### src/jidt_params.svh
/*
 Constants of the boundary-scan test access block: instruction codes,
 widths and reset values. Assumes inclusion by bare name, once or more.
*/
// Notes on behaviour
// - Three-bit instruction shift register, copied to outputs only in update-IR.
// - Decode: 000 external test, 001 sample/preload, x1x bypass, 100 float, 101 clamp.
// - Test-logic-reset forces instruction outputs to all ones, meaning bypass.
// - Capture-IR loads the clamp code into the instruction shift register.
// - External test puts the 196-bit boundary register between TDI and TDO.
// - External test holds internal system logic in reset.
// - External test drives outputs, captures inputs, sets directions and enables.
// - Sample/preload presets boundary output cells before external test.
// - Live snapshot under sample is not supported; captured data is meaningless.
// - Bypass routes TDI through one-bit bypass register to TDO.
// - Bypass stage loads zero in capture-DR, so first bit out is zero.
// - Clamp selects bypass while pins are driven from boundary register data.
// - Float instruction turns off every output driver and selects bypass.
// - Three-state pin during system reset floats all outputs like float instruction.
// - Power-on reset holds controller in test-logic-reset, ignoring TMS.
// - Low-power stop allowed only in test-logic-reset; TCK never gated.
// - Five TMS-high rising TCK edges reach test-logic-reset.
// - TMS and TDI pulled up; open TMS keeps controller in test-logic-reset.
`ifndef JIDT_PARAMS_SVH
`define JIDT_PARAMS_SVH
`define JIDT_IR_W 3
`define JIDT_BSR_W 196
`define JIDT_IR_RESET 3'h7
`define JIDT_IR_CAPTURE 3'h5
`define JIDT_OP_EXTEST 3'h0
`define JIDT_OP_SAMPLE 3'h1
`define JIDT_OP_FLOAT 3'h4
`define JIDT_OP_CLAMP 3'h5
`define JIDT_FIFO_W 1
`define JIDT_FIFO_D 4
`endif

### src/jidt_pkg.sv
/*
 Types of the boundary-scan test access block.
 Assumes the constants header is available for inclusion.
*/
package jidt_pkg;
    typedef enum logic [3:0] {
        TLR, RTI, SEL_DR, CAP_DR, SH_DR, EX1_DR, PAU_DR, EX2_DR, UPD_DR,
        SEL_IR, CAP_IR, SH_IR, EX1_IR, PAU_IR, EX2_IR, UPD_IR
    } jidt_state_e;
    typedef enum logic [2:0] {
        OP_EXTEST, OP_SAMPLE, OP_BYPASS, OP_FLOAT, OP_CLAMP
    } jidt_op_e;
endpackage

### src/jidt_fifo.sv
/*
 Small valid/ready FIFO with parameter width and depth.
 Assumes a single clock and an asynchronous active-low reset.
*/
`timescale 1ns/1ps
module jidt_fifo #(
    parameter int W = 1,
    parameter int D = 4
) (
    input wire logic clk_i,
    input wire logic rst_n_i,
    input wire logic in_valid_i,
    output logic in_ready_o,
    input wire logic [W-1:0] in_data_i,
    output logic out_valid_o,
    input wire logic out_ready_i,
    output logic [W-1:0] out_data_o
);
    localparam int AW = (D > 1) ? $clog2(D) : 1;
    logic [W-1:0] mem [D];
    logic [AW-1:0] wp, rp, next_wp, next_rp;
    logic [AW:0] cnt, next_cnt;
    logic push, pop;

    assign in_ready_o = (int'(cnt) < D);
    assign out_valid_o = (cnt != '0);
    assign out_data_o = mem[rp];
    assign push = in_valid_i && in_ready_o;
    assign pop = out_valid_o && out_ready_i;

    always_comb
    begin
        next_wp = wp;
        next_rp = rp;
        next_cnt = cnt;
        if (push)
        begin
            next_wp = (int'(wp) == D - 1) ? '0 : wp + 1'b1;
        end
        if (pop)
        begin
            next_rp = (int'(rp) == D - 1) ? '0 : rp + 1'b1;
        end
        if (push && !pop)
        begin
            next_cnt = cnt + 1'b1;
        end
        else if (pop && !push)
        begin
            next_cnt = cnt - 1'b1;
        end
    end

    always_ff @(posedge clk_i or negedge rst_n_i)
    begin
        if (!rst_n_i)
        begin
            wp <= '0;
            rp <= '0;
            cnt <= '0;
        end
        else
        begin
            wp <= next_wp;
            rp <= next_rp;
            cnt <= next_cnt;
        end
    end

    always_ff @(posedge clk_i)
    begin
        if (push)
        begin
            mem[wp] <= in_data_i;
        end
    end
endmodule // jidt_fifo

### src/jidt_tap.sv
/*
 Boundary-scan test access port: controller, instruction register and
 decode, bypass and 196-bit boundary register, pin drive control.
 Assumes TCK, TMS and TDI arrive asynchronously and are oversampled on
 clk_i; the 64 ns TCK leaves about six clk_i cycles per TCK half period.
 Pull-ups on TMS and TDI live in the pad ring; por_n_i is power-on reset.
*/
`timescale 1ns/1ps
`include "jidt_params.svh"
module jidt_tap
    import jidt_pkg::*;
(
    input wire logic clk_i,
    input wire logic rst_n_i,
    input wire logic por_n_i,
    input wire logic tck_i,
    input wire logic tms_i,
    input wire logic tdi_i,
    output logic tdo_o,
    output logic tdo_oe_o,
    input wire logic three_state_all_pin_i,
    input wire logic system_reset_i,
    input wire logic low_power_stop_req_i,
    output logic low_power_stop_ok_o,
    output logic sys_reset_o,
    output logic pins_float_o,
    output logic pins_from_bsr_o,
    output logic [`JIDT_BSR_W-1:0] bsr_drive_o,
    input wire logic [`JIDT_BSR_W-1:0] pin_level_i
);
    // Two-stage synchronisers; first stage read only by the second
    logic [2:0] sync1, sync2;
    logic tck_d;
    logic tck_rise, tck_fall, tms_s, tdi_s;
    logic por_s1, por_s2, float_s1, float_s2;

    always_ff @(posedge clk_i or negedge rst_n_i)
    begin
        if (!rst_n_i)
        begin
            sync1 <= 3'h6;
            sync2 <= 3'h6;
            tck_d <= 1'b0;
            por_s1 <= 1'b0;
            por_s2 <= 1'b0;
            float_s1 <= 1'b0;
            float_s2 <= 1'b0;
        end
        else
        begin
            sync1 <= {tms_i, tdi_i, tck_i};
            sync2 <= sync1;
            tck_d <= sync2[0];
            por_s1 <= por_n_i;
            por_s2 <= por_s1;
            float_s1 <= three_state_all_pin_i;
            float_s2 <= float_s1;
        end
    end

    assign tck_rise = sync2[0] && !tck_d;
    assign tck_fall = !sync2[0] && tck_d;
    assign tms_s = sync2[2];
    assign tdi_s = sync2[1];

    function automatic jidt_op_e decode_op(input logic [`JIDT_IR_W-1:0] code);
        jidt_op_e op;
        op = OP_BYPASS;
        if (code[1])
        begin
            op = OP_BYPASS;
        end
        else if (code == `JIDT_OP_EXTEST)
        begin
            op = OP_EXTEST;
        end
        else if (code == `JIDT_OP_SAMPLE)
        begin
            op = OP_SAMPLE;
        end
        else if (code == `JIDT_OP_FLOAT)
        begin
            op = OP_FLOAT;
        end
        else if (code == `JIDT_OP_CLAMP)
        begin
            op = OP_CLAMP;
        end
        return op;
    endfunction

    jidt_state_e state, next_state;
    logic [`JIDT_IR_W-1:0] ir_sh, next_ir_sh, ir, next_ir;
    logic byp, next_byp;
    logic [`JIDT_BSR_W-1:0] bsr_sh, next_bsr_sh, bsr_up, next_bsr_up;
    jidt_op_e op;
    logic bsr_sel;

    assign op = decode_op(ir);
    assign bsr_sel = (op == OP_EXTEST) || (op == OP_SAMPLE);

    always_comb
    begin
        next_state = state;
        next_ir_sh = ir_sh;
        next_ir = ir;
        next_byp = byp;
        next_bsr_sh = bsr_sh;
        next_bsr_up = bsr_up;
        if (!por_s2)
        begin
            next_state = TLR;
            next_ir = `JIDT_IR_RESET;
        end
        else if (tck_rise)
        begin
            case (state)
                TLR: next_state = tms_s ? TLR : RTI;
                RTI: next_state = tms_s ? SEL_DR : RTI;
                SEL_DR: next_state = tms_s ? SEL_IR : CAP_DR;
                CAP_DR: next_state = tms_s ? EX1_DR : SH_DR;
                SH_DR: next_state = tms_s ? EX1_DR : SH_DR;
                EX1_DR: next_state = tms_s ? UPD_DR : PAU_DR;
                PAU_DR: next_state = tms_s ? EX2_DR : PAU_DR;
                EX2_DR: next_state = tms_s ? UPD_DR : SH_DR;
                UPD_DR: next_state = tms_s ? SEL_DR : RTI;
                SEL_IR: next_state = tms_s ? TLR : CAP_IR;
                CAP_IR: next_state = tms_s ? EX1_IR : SH_IR;
                SH_IR: next_state = tms_s ? EX1_IR : SH_IR;
                EX1_IR: next_state = tms_s ? UPD_IR : PAU_IR;
                PAU_IR: next_state = tms_s ? EX2_IR : PAU_IR;
                EX2_IR: next_state = tms_s ? UPD_IR : SH_IR;
                UPD_IR: next_state = tms_s ? SEL_DR : RTI;
                default: next_state = TLR;
            endcase
            case (state)
                TLR: next_ir = `JIDT_IR_RESET;
                CAP_IR: next_ir_sh = `JIDT_IR_CAPTURE;
                SH_IR: next_ir_sh = {tdi_s, ir_sh[`JIDT_IR_W-1:1]};
                UPD_IR: next_ir = ir_sh;
                CAP_DR:
                begin
                    next_byp = 1'b0;
                    if (bsr_sel)
                    begin
                        // Sample snapshot unsupported; capture is pin levels only
                        next_bsr_sh = pin_level_i;
                    end
                end
                SH_DR:
                begin
                    if (bsr_sel)
                    begin
                        next_bsr_sh = {tdi_s, bsr_sh[`JIDT_BSR_W-1:1]};
                    end
                    else
                    begin
                        next_byp = tdi_s;
                    end
                end
                UPD_DR:
                begin
                    if (bsr_sel)
                    begin
                        next_bsr_up = bsr_sh;
                    end
                end
                default: next_ir_sh = ir_sh;
            endcase
        end
        else if (state == TLR)
        begin
            next_ir = `JIDT_IR_RESET;
        end
    end

    always_ff @(posedge clk_i or negedge rst_n_i)
    begin
        if (!rst_n_i)
        begin
            state <= TLR;
            ir_sh <= `JIDT_IR_RESET;
            ir <= `JIDT_IR_RESET;
            byp <= 1'b0;
            bsr_sh <= '0;
            bsr_up <= '0;
        end
        else
        begin
            state <= next_state;
            ir_sh <= next_ir_sh;
            ir <= next_ir;
            byp <= next_byp;
            bsr_sh <= next_bsr_sh;
            bsr_up <= next_bsr_up;
        end
    end

    // Falling edge queues the current LSB; FIFO drains straight onto TDO
    logic fifo_in_valid, fifo_in_ready, fifo_out_valid, fifo_out_ready;
    logic [`JIDT_FIFO_W-1:0] fifo_in_data, fifo_out_data;
    logic shifting;

    assign shifting = (state == SH_IR) || (state == SH_DR);
    assign fifo_in_valid = tck_fall && shifting && por_s2 && fifo_in_ready;
    assign fifo_in_data = (state == SH_IR) ? ir_sh[0] : (bsr_sel ? bsr_sh[0] : byp);
    assign fifo_out_ready = 1'b1;

    jidt_fifo #(
        .W(`JIDT_FIFO_W),
        .D(`JIDT_FIFO_D)
    ) u_fifo (
        .clk_i(clk_i),
        .rst_n_i(rst_n_i),
        .in_valid_i(fifo_in_valid),
        .in_ready_o(fifo_in_ready),
        .in_data_i(fifo_in_data),
        .out_valid_o(fifo_out_valid),
        .out_ready_i(fifo_out_ready),
        .out_data_o(fifo_out_data)
    );

    // Output drive state; oe tracks the state as seen at the falling edge
    logic next_tdo, next_tdo_oe, next_sys_reset, next_float, next_from_bsr, next_lps;
    logic [`JIDT_BSR_W-1:0] next_drive;

    always_comb
    begin
        next_tdo = tdo_o;
        next_tdo_oe = tdo_oe_o;
        if (tck_fall)
        begin
            next_tdo_oe = shifting;
        end
        if (fifo_out_valid && fifo_out_ready)
        begin
            next_tdo = fifo_out_data[0];
        end
        if (!por_s2)
        begin
            next_tdo_oe = 1'b0;
        end
        next_sys_reset = (op == OP_EXTEST);
        next_float = (op == OP_FLOAT) || (float_s2 && system_reset_i);
        next_from_bsr = (op == OP_EXTEST) || (op == OP_CLAMP);
        next_drive = bsr_up;
        next_lps = low_power_stop_req_i && (state == TLR);
    end

    always_ff @(posedge clk_i or negedge rst_n_i)
    begin
        if (!rst_n_i)
        begin
            tdo_o <= 1'b0;
            tdo_oe_o <= 1'b0;
            sys_reset_o <= 1'b0;
            pins_float_o <= 1'b0;
            pins_from_bsr_o <= 1'b0;
            bsr_drive_o <= '0;
            low_power_stop_ok_o <= 1'b0;
        end
        else
        begin
            tdo_o <= next_tdo;
            tdo_oe_o <= next_tdo_oe;
            sys_reset_o <= next_sys_reset;
            pins_float_o <= next_float;
            pins_from_bsr_o <= next_from_bsr;
            bsr_drive_o <= next_drive;
            low_power_stop_ok_o <= next_lps;
        end
    end
endmodule // jidt_tap

### config.mk
export PLATFORM = sky130hd
export DESIGN_NAME = jidt_tap
export DESIGN_NICKNAME = d
export VERILOG_FILES = /design/src/jidt_pkg.sv /design/src/jidt_fifo.sv /design/src/jidt_tap.sv
export VERILOG_INCLUDE_DIRS = /design/src
export SDC_FILE = /design/constraint.sdc
export NUM_CORES = 1
export LEC_CHECK = 0
export ABC_AREA = 1
export ABC_CLOCK_PERIOD_IN_PS = 2300
export BUFFER_PORTS_ARGS = -buffer_cell sky130_fd_sc_hd__buf_2
export CORE_MARGIN = 3
export CORE_UTILIZATION = 35
export CTS_CLUSTER_DIAMETER = 60
export DETAILED_ROUTE_END_ITERATION = 8
export PLACE_DENSITY = 0.59
export SETUP_SLACK_MARGIN = 0.15
export SLEW_MARGIN = 25
export SYNTH_ARGS = -nofsm -noshare
export SYNTH_HDL_FRONTEND = slang
export SYNTH_SLANG_ARGS = --single-unit
export TNS_END_PERCENT = 10
### constraint.sdc
create_clock -name clk_i -period 2.3 [get_ports clk_i]
set_input_delay 0.115 -clock clk_i [delete_from_list [all_inputs] [get_ports clk_i]]
set_output_delay 0.115 -clock clk_i [all_outputs]
set_load 0.02 [all_outputs]
# Word-level counts from Yosys, hierarchy flattened
# Memories as Yosys holds them, arrays and structs flattened. A register that Yosys moved wholly into a read port is not among the register bits.
# Cells that the tools add are included.
op_classes:
  addsub: 4
  mul: 0
  n_div: 0
  order_cmp: 1
  n_eq_ne: 30
  shift: 0
  n_mux: 40
  n_bitwise: 0
  n_reduce_logical: 34
op_table:
  columns: ["cell", "n"]
  rows:
  - ["196-bit 2-to-1 mux", 2]
  - ["196-bit one-hot mux with 2 select lines", 1]
  - ["4-bit one-hot mux with 12 select lines", 1]
  - ["3-bit 2-to-1 mux", 12]
  - ["4-bit == test (second input constant)", 8]
  - ["4-bit 2-to-1 mux", 6]
  - ["4-bit by 3-bit == test with 1-bit output (second input constant)", 4]
  - ["3-bit one-hot mux with 2 select lines", 2]
  - ["1-bit logical AND", 10]
  - ["1-bit 2-to-1 mux", 10]
  - ["2-bit 2-to-1 mux", 5]
  - ["2-bit inequality test (second input constant)", 5]
  - ["3-bit == test (second input constant)", 3]
  - ["4-bit by 2-bit == test with 1-bit output (second input constant)", 2]
  - ["4-bit AND reduction", 2]
  - ["3-bit by 1-bit == test with 1-bit output (second input constant)", 2]
  - ["3-bit zero test", 2]
  - ["2-bit nonzero test", 3]
  - ["1-bit zero test", 5]
  - ["5-bit AND reduction", 1]
  - ["2-bit by 1-bit adder with 2-bit output (second input constant)", 2]
  - ["2-bit by 1-bit == test with 1-bit output (second input constant)", 2]
  - ["4-bit by 1-bit == test with 1-bit output (second input constant)", 1]
  - ["4-bit zero test", 1]
  - ["13 further kinds", 17]
word_totals:
  reg_bits: 622
  latch_bits: 0
  ramBits: 4
  mem_bits_ro: 0
  in_bits: 205
  out_inout_bits: 202
  wordCells: 132
  memories: 1
mem_list:
  columns: ["memory", "depth", "word_bits", "rd", "rd_ports_with_merged_regs", "wr", "line_no", "rtl"]
  rows:
  - ["u_fifo.mem", 4, 1, 1, 1, 1, "jidt_fifo.sv:20", "logic [W-1:0] mem [D];"]

# Depth between registers and ports, before layout
# Gate-level depths: netlist of the first run.
depth:
  ltp_word: 10
  ltp_mapped: 11
  mapped_depth_nobuf: 11

# Cells and area by module
# Synthesis of the first run repeated with hierarchy kept, for this count alone.
unflattened:
  hier_cells: 2316
  hier_area_um2: 23294.8
modules_own_cells:
  columns: ["mod", "n_inst", "cells_per_inst", "area_each_um2"]
  rows:
  - ["jidt_tap", 1, 2250, 22679.3]
  - ["jidt_fifo", 1, 66, 615.6]

# Worst setup path before layout of the first run
# No wires, ideal clock.
synth_timing:
  kind: "register to register"
  startpoint: "register state[1]"
  endpoint: "register u_fifo.cnt[2]"
  setup_time_ns: 0.131
  arrival_time_ns: 1.751
  path_slack_ns: 0.418
  path_stages_with_launch: 11
  synth_period_minus_slack_ns: 1.882
  cell_sequence: "dfrtp_1 > nand2_1 > clkinv_1 > nand2_1 > nand2_1 > nand3_1 > inv_1 > ha_1 > a21oi_1 > o21ai_0 > xor2_1"
synth_between:
  elab_chain_cells: 9
  elab_cells_between_ends: 12
  classes_between: "2 x eq/ne; 1 x mux; 9 x reduce/logical"
synth_lines:
  columns: ["element", "line_no", "rtl"]
  rows:
  - ["start: declaration", "jidt_tap.sv:92", "jidt_state_e state, next_state;"]
  - ["start signal: assignment", "jidt_tap.sv:190", "state <= next_state;"]
  - ["4-bit == test or 4-bit by 3-bit == test with 1-bit output (tied branches)", "jidt_tap.sv:204", "assign shifting = (state == SH_IR) || (state == SH_DR);"]
  - ["1-bit logical OR (*)", "jidt_tap.sv:204", null]
  - ["1-bit logical AND (*) (3 in a row)", "jidt_tap.sv:205", "assign fifo_in_valid = tck_fall && shifting && por_s2 && fifo_in_ready;"]
  - ["1-bit logical AND (*)", "jidt_fifo.sv:28", "assign push = in_valid_i && in_ready_o;"]
  - ["named net u_fifo.push", "jidt_fifo.sv:23", "logic push, pop;"]
  - ["1-bit zero test", "jidt_fifo.sv:48", "else if (pop && !push)"]
  - ["1-bit logical AND", "jidt_fifo.sv:48", null]
  - ["2-bit nonzero test (no source line)", null, null]
  - ["end signal: assignment", "jidt_fifo.sv:66", "cnt <= next_cnt;"]
  - ["end: declaration", "jidt_fifo.sv:22", "logic [AW:0] cnt, next_cnt;"]
# The timed path passes the listed nets; every way through them passes the cells marked *.
# A chain may end at the register's enable or synchronous reset.

# Final worst setup path of the first run
layout_timing:
  startpoint: "register state[1]"
  endpoint: "register bsr_sh[60]"
layout_between:
  elab_chain_cells: 3
  elab_cells_between_ends: 7
  classes_between: "4 x eq/ne; 1 x mux; 2 x reduce/logical"
layout_lines:
  columns: ["element", "line_no", "rtl"]
  rows:
  - ["4-bit by 2-bit == test with 1-bit output or 4-bit by 3-bit == test with 1-bit output (tied branches)", "jidt_tap.sv:136", "case (state)"]
  - ["2-bit inequality test (no source line) or 2-bit nonzero test (tied branches)", null, null]
  - ["5-bit AND reduction (no source line)", null, null]
  - ["end signal: assignment", "jidt_tap.sv:194", "bsr_sh <= next_bsr_sh;"]
  - ["end: declaration", "jidt_tap.sv:95", "logic [`JIDT_BSR_W-1:0] bsr_sh, next_bsr_sh, bsr_up, next_bsr_up;"]
# Several ways; a longest one is shown, not always the timed one.

==> results of run 1 <==
-- report_power, final --
part | internal (mW) | switching (mW)
Combinational | 0.488 | 0.530
Sequential | 11.1 | 0.0558
Clock | 6.84 | 4.59
Total | 18.4 | 5.18
-- synth_stat cells (all sizes together), types with 6 or more instances --
| cell | instances | area share |
|---|---|---|
| o21ai | 409 | 0.094 |
| buf | 101 | 0.028 |
| nor2 | 34 | 0.0064 |
| clkbuf | 28 | 0.0048 |
| ha | 6 | 0.0032 |
| o211ai | 195 | 0.071 |
| dfrtp | 613 | 0.66 |
| a21oi | 9 | 0.0019 |
| inv | 230 | 0.037 |
| nand2 | 453 | 0.074 |
| nand3 | 11 | 0.0026 |
| dfstp | 10 | 0.011 |
-- area by class of cell --
class / count / area (sq um) / share of cell area
inverter: 231 / 901 / 0.0291
timing repair inverter: 1 / 11.3 / 0.000364
clock inverter: 25 / 310 / 0.0100
sequential: 627 / 15700 / 0.508
antenna: 4 / 10.0 / 0.000323
timing repair buffer: 667 / 4790 / 0.155
tap: 864 / 1080 / 0.0349
clock buffer: 101 / 2080 / 0.0673
multi-input combinational: 1132 / 6040 / 0.195
-- per-stage QoR --
stage / cells / cell area [sq um] / util
finish: 3652 / 30900 / 0.469
global route: 3652 / 30900 / 0.469
CTS: 3645 / 30900 / 0.468
detailed placement: 3315 / 26400 / 0.401
global placement: 3315 / 26400 / 0.401
floorplan: 2119 / 23400 / -
-- cell families after synthesis --
| group | Yosys count | synth area share |
|---|---|---|
| AO/OA/AOI/OAI | 618 | 0.169 |
| XOR/XNOR | 3 | 0.00112 |
| adder cells (fa/ha/maj) | 6 | 0.00321 |
| buffers and inverters | 360 | 0.0701 |
| flip-flops | 627 | 0.673 |
| AND/OR/NAND/NOR | 505 | 0.0841 |
-- routing by layer --
layer	part of all wire	wire length (um)	global-route usage	vias to the layer above
met2	0.48	29400	0.287	490
met4	0.049	3010	0.0844	2
met5	0.00015	9	0	-
met1	0.42	25400	0.217	8467
met3	0.050	3050	0.0365	177
li1	-	-	-	8239
-- worst paths after layout --
| check | slack (ns) | startpoint | to |
|---|---|---|---|
| max | 0.34 | state[1] | bsr_sh[60] |
| min | 0.1 | rst_n_i | bsr_up[101] |
| max reg2reg | 0.34 | state[1] | bsr_sh[60] |
| min reg2reg | 0.35 | float_s1 | float_s2 |
| max in group asynchronous | 1.24 | rst_n_i | bsr_sh[30] |
| min in group clk_i | 0.19 | tck_i | sync1[0] |
-- flip-flops by register name (all words and copies together) (netlist names), 2 cells and up --
signal and cells:
sync2 3, bsr_sh 196, u_fifo.rp 2, bsr_up 196, ir_sh 3, bsr_drive_o 196
sync1 3, u_fifo.wp 2, u_fifo.cnt 3, ir 3, state 4, u_fifo.mem 4
-- what timing repair did --
item | 4_1_cts | 5_1_grt
setup buffers | 0 | 2
gates resized for setup | 1 | 7
endpoints found under the setup margin | 2 | 140
hold buffers | 204 | 0
endpoints found under the hold margin | 426 | 0
gates cloned | 0 | 1
pin swaps | 0 | 1
==> out/qor.yml, run 1 <==
floorplan:
  initial_core_util: 0.354
  die_h_um: 264
  ios: 407
  die_area_sq_um: 69900
  fp-row-count: 94
  die_w_um: 264
  coreArea_sq_um: 66000
synth:
  synth_nets: 2330
  synth_warnings: 0
  ys_ff_latch: 627
  synth_area_sq_um: 23400
  avgSynthCellArea_sq_um: 11.0
  synth_ff_type: "dfrtp_1"
  seq_area_frac_synth: 0.673
  synthDistinctLibCells: 36
  async_reset_ff_frac: 0.994
  syn_inst: 2119
  synth_edf_count: 4
clock_tree:
  cts-buffers-inserted: 72
  root_buffer: "clkbuf_16"
  tritoncts: "done"
  cts_buffer_depth: 3
  clk_latency_ns: 0.60
  htree_levels: 3
  clkTransAtPathRegs_ns: 0.06
  clock-sinks: 627
final_layout:
  layout_commonest_cell: "dfrtp_1"
  syn2layout_area_growth_pct: 32.4
  layout.nets: 2943
  final_cell_mix: "612 x dfrtp_1, 448 x nand2_1, 405 x buf_2"
  layout-drive-gt1-share: 0.246
  nFillCells: 5915
timing:
  rsz0062_at_grt: "true"
  setup_viol: 0
  maxSlewHeadroom: 0.600
  holdWs_ns: 0.0995
  worst_slack_ns: 0.341
  slew_violations: 0
  timing.final.crit_share: 0.852
  worst_pin_slew_ns: 0.600
  max_freq_mhz: 511
  skew_ns: 0.0228
  hold_viol_final: 0
  setup_tns_ns: 0
  period_minus_slack_ns: 1.96
worst_setup_path:
  cp.required_ns: 2.77
  slowest_delay_ns: 0.45
  crit_fanout: 41
  crit_path_end_kind: "flop"
  r2r.worst_path.cells: 10
  worstSetupPathType: "flop to flop"
  crit_family: "buffers and inverters"
  worst-path-stages: 10
  cp.arrival_ns: 2.42
  cp_common_cell: "nand2_2"
  crit_chain: "nand2_1 > clkinv_1 > buf_4 > nand2_2 > nand2_2 > nand2_8 > clkinv_16 > buf_12 > o211ai_1 > o21ai_1"
  crit_buf_inv: 4
  cp-start-kind: "flop"
  cpMaxStageDelayCell: "dfrtp_1"
hold_path:
  holdCritPathClass: "input pin to async pin"
place:
  routabilityCongestion: 0.858
  post-place-ws_ns: 0.159
  hpwlAfterDp_um: 40200
  port_buffers: 406
power_and_ir_drop:
  peakVddDrop_mv: 0.692
  total_power_mw: 23.6
  total_leakage_power_nw: 15.3
  p_per_area_nw_per_um2: 763
grt:
  grt_max_degree: 121
  grt_use_total: 0.173
  overflow: 0
  grt_pass1_wl_um: 97200
  antenna_found_initial: 5
  first_global_vias: 18000
drt:
  wl_per_cell_um: 16.7
  postRouteAntennaNets: 0
  drt_first_iter_violations: 1298
  route.detailed.drc: 0
  routed_wl_um: 60900
  vias_per_cell: 4.76
  via_count: 17400
  drt_pass1_iterations: 5
status:
  outcome: "finished, final reports clean"
job:
  maxCapViolCount: 0
Power figures use the tool's default switching activity.
==> run 2, diff against run 1 <==
ABC_CLOCK_PERIOD_IN_PS = 1700   (was 2300)
CORE_UTILIZATION = 49   (was 35)
PLACE_DENSITY = 0.79   (was 0.59)
clock period = 1.7 ns   (was 2.3 ns; I/O delays follow)
==> out/qor.yml, run 2 (synthesized netlist as in run 1, its figures left out) <==
status:
  outcome: "finished with violations"
  violations: "setup timing"
worst_setup_path:
  cp.required_ns: 2.25  # -0.52 ns
  r2r.worst_path.cells: 8  # -2
  crit_family: "simple AND/OR/NAND/NOR gates"
  crit_fanout: 40  # -2.4%
  r2r_end: "bsr_sh[136]"
  cp.arrival_ns: 2.32  # -0.10 ns
  slowest_delay_ns: 0.45  # about the same
  cpMaxStageDelayCell: "dfrtp_2"
  reg2reg_from: "state[3]"
  crit_path_end_kind: "flop"
  cp-start-kind: "flop"
  cp_common_cell: "nand2_4"
  startpoint: "state[3]"
  crit_buf_inv: 2  # -2
  worstSetupPathType: "flop to flop"
  crit_chain: "nor2_4 > nand2_4 > nand2_4 > nand2_8 > inv_16 > buf_12 > o211ai_1 > o21ai_0"
  reg2reg_slack_ns: -0.07  # -0.41 ns
timing:
  setup_viol: 6  # +6
  skew_ns: 0.0639  # +0.0411 ns
  timing.final.crit_share: 1.04  # +0.190
  max_freq_mhz: 565  # +11%
  rsz0062_at_grt: "true"
  hold_viol_final: 0  # unchanged
  worst_pin_slew_ns: 0.609  # +0.00886 ns
  period_minus_slack_ns: 1.77  # -0.188 ns
  maxSlewHeadroom: 0.594  # -0.00591
  holdWs_ns: 0.132  # +0.0325 ns
  worst_slack_ns: -0.0706  # -0.412 ns
  slew_violations: 0  # unchanged
clock_tree:
  clk_latency_ns: 0.65  # +0.05 ns
  root_buffer: "clkbuf_16"
  clkTransAtPathRegs_ns: 0.07  # about the same
  tritoncts: "done"
  cts_buffer_depth: 3  # unchanged
  cts-buffers-inserted: 60  # -17%
  htree_levels: 2  # -1
  clock-sinks: 627  # unchanged
final_layout:
  syn2layout_area_growth_pct: 35.7
  fin_area_sq_um: 31700  # +2.5%
  final_cell_mix: "610 x dfrtp_1, 405 x buf_2, 401 x nand2_1"
  layout_commonest_cell: "dfrtp_1"
  reg_top3: "bsr_drive_o x196, bsr_sh x196, bsr_up x196"
  layout-drive-gt1-share: 0.290  # +0.0448
  layout.nets: 2986  # +1.5%
  post-route-util: 0.677  # +0.208
floorplan:
  fp-row-count: 79  # -16%
  ios: 407  # unchanged
  die_area_sq_um: 50300  # -28%
  die_h_um: 224  # -15%
  coreArea_sq_um: 46900  # -29%
  die_w_um: 224  # -15%
  initial_core_util: 0.499  # +0.145
grt:
  antenna_found_initial: 9  # +4
  first_global_vias: 20000  # +11%
  grt_pass1_wl_um: 109000  # +13%
  grt_use_total: 0.275  # +0.102
  grt_max_degree: 68  # -44%
  overflow: 0  # unchanged
place:
  post-place-ws_ns: -0.0710  # -0.230 ns
  hpwlAfterDp_um: 39200  # -2.3%
  placed_cell_area_sq_um: 26500  # +0.15%
  port_buffers: 406  # unchanged
  routabilityCongestion: 0.912  # +6.3%
power_and_ir_drop:
  p_per_area_nw_per_um2: 986  # +29%
  total_power_mw: 31.3  # +32%
  peakVddDrop_mv: 0.923  # +34%
  total_leakage_power_nw: 15.7  # +3.1%
drt:
  postRouteAntennaNets: 0  # unchanged
  routed_wl_um: 75100  # +23%
  vias_per_cell: 5.68  # +19%
  wl_per_cell_um: 21.9  # +31%
  via_count: 19500  # +12%
  route.detailed.drc: 0  # unchanged
  drt_first_iter_violations: 2079  # +60%
  drt_pass1_iterations: 5  # unchanged
hold_path:
  min_from: "tck_i"
  whs_path_depth: 2
  whs_endpoint: "sync1[0]"
  holdCritPathClass: "input pin to flop"
job:
  maxCapViolCount: 0  # unchanged
-- run 2: cell types whose count changed in the layout (fill, tap and decap cells not counted), sizes merged --
| cell | delta |
|---|---|
| clkinv | -1 |
| buf | +46 |
| inv | -4 |
| bufbuf | +2 |
| clkinvlp | +1 |
| bufinv | +6 |
| clkbuf | -11 |
| diode | +4 |
-- run 2: worst max-delay path by stage --
stage	to	slack [ns]	cells after the start
2_1_floorplan	u_fifo.cnt[2]	0.11	10
3_3_place_gp	bsr_sh[105]	0.01	9
3_5_place_dp	bsr_sh[108]	-0.07	8
4_1_cts	bsr_sh[127]	0.03	9
5_1_grt	bsr_sh[136]	-0.17	8
6_report	bsr_sh[136]	-0.07	8
-- run 2: what timing repair did --
item | in CTS | in global routing
pin swaps | 5 | 43
hold buffers | 205 | 0
endpoints found under the setup margin | 278 | 404
setup buffers | 6 | 7
gates resized for setup | 23 | 218
endpoints found under the hold margin | 784 | 0
cloned | 6 | 6
-- run 2: layer usage --
| layer | wire [um] | part of all wire | track usage |
|---|---|---|---|
| met4 | 5260 | 0.070 | 0.163 |
| met1 | 26400 | 0.35 | 0.326 |
| met2 | 37800 | 0.50 | 0.469 |
| met3 | 5580 | 0.074 | 0.0564 |
| met5 | 26 | 0.00035 | 0 |
-- run 2: where the power goes --
group | internal, mW | switching, mW | total (mW)
registers | 15.0 | 0.0856 | 15.1
logic | 0.717 | 0.802 | 1.52
clock network | 8.57 | 6.08 | 14.7
-- run 2: area by class of cell --
cell class              count  area [sq um]
inverters                 231           906
repair inverters            2          36.3
multi-input cells        1132          6490
fillers                  2976         15100
well taps                 607           759
clock buffers              84          1700
clock inverters            26           469
flip-flops and latches    627         15700
diodes                      8          20.0
repair buffers            721          5610
-- run 2: worst reg2reg max path, delay by kind of cell, from the launching register on --
kind	cells	cell delay, ns
AOI/OAI and AO/OA	2	0.33
buffers and inverters	2	0.39
DFF	1	0.45
and+or+nand+nor	4	0.56
-- run 2: stage by stage --
| step | instances | TNS (ns) |
|---|---|---|
| 3_5_place_dp | 3090 | -1.12 |
| 6_report | 3438 | -0.154 |
| 4_1_cts | 3417 | 0 |
| 2_1_floorplan | 2119 | 0 |
| 5_1_grt | 3437 | -5.85 |
| 3_3_place_gp | 3090 | 0 |
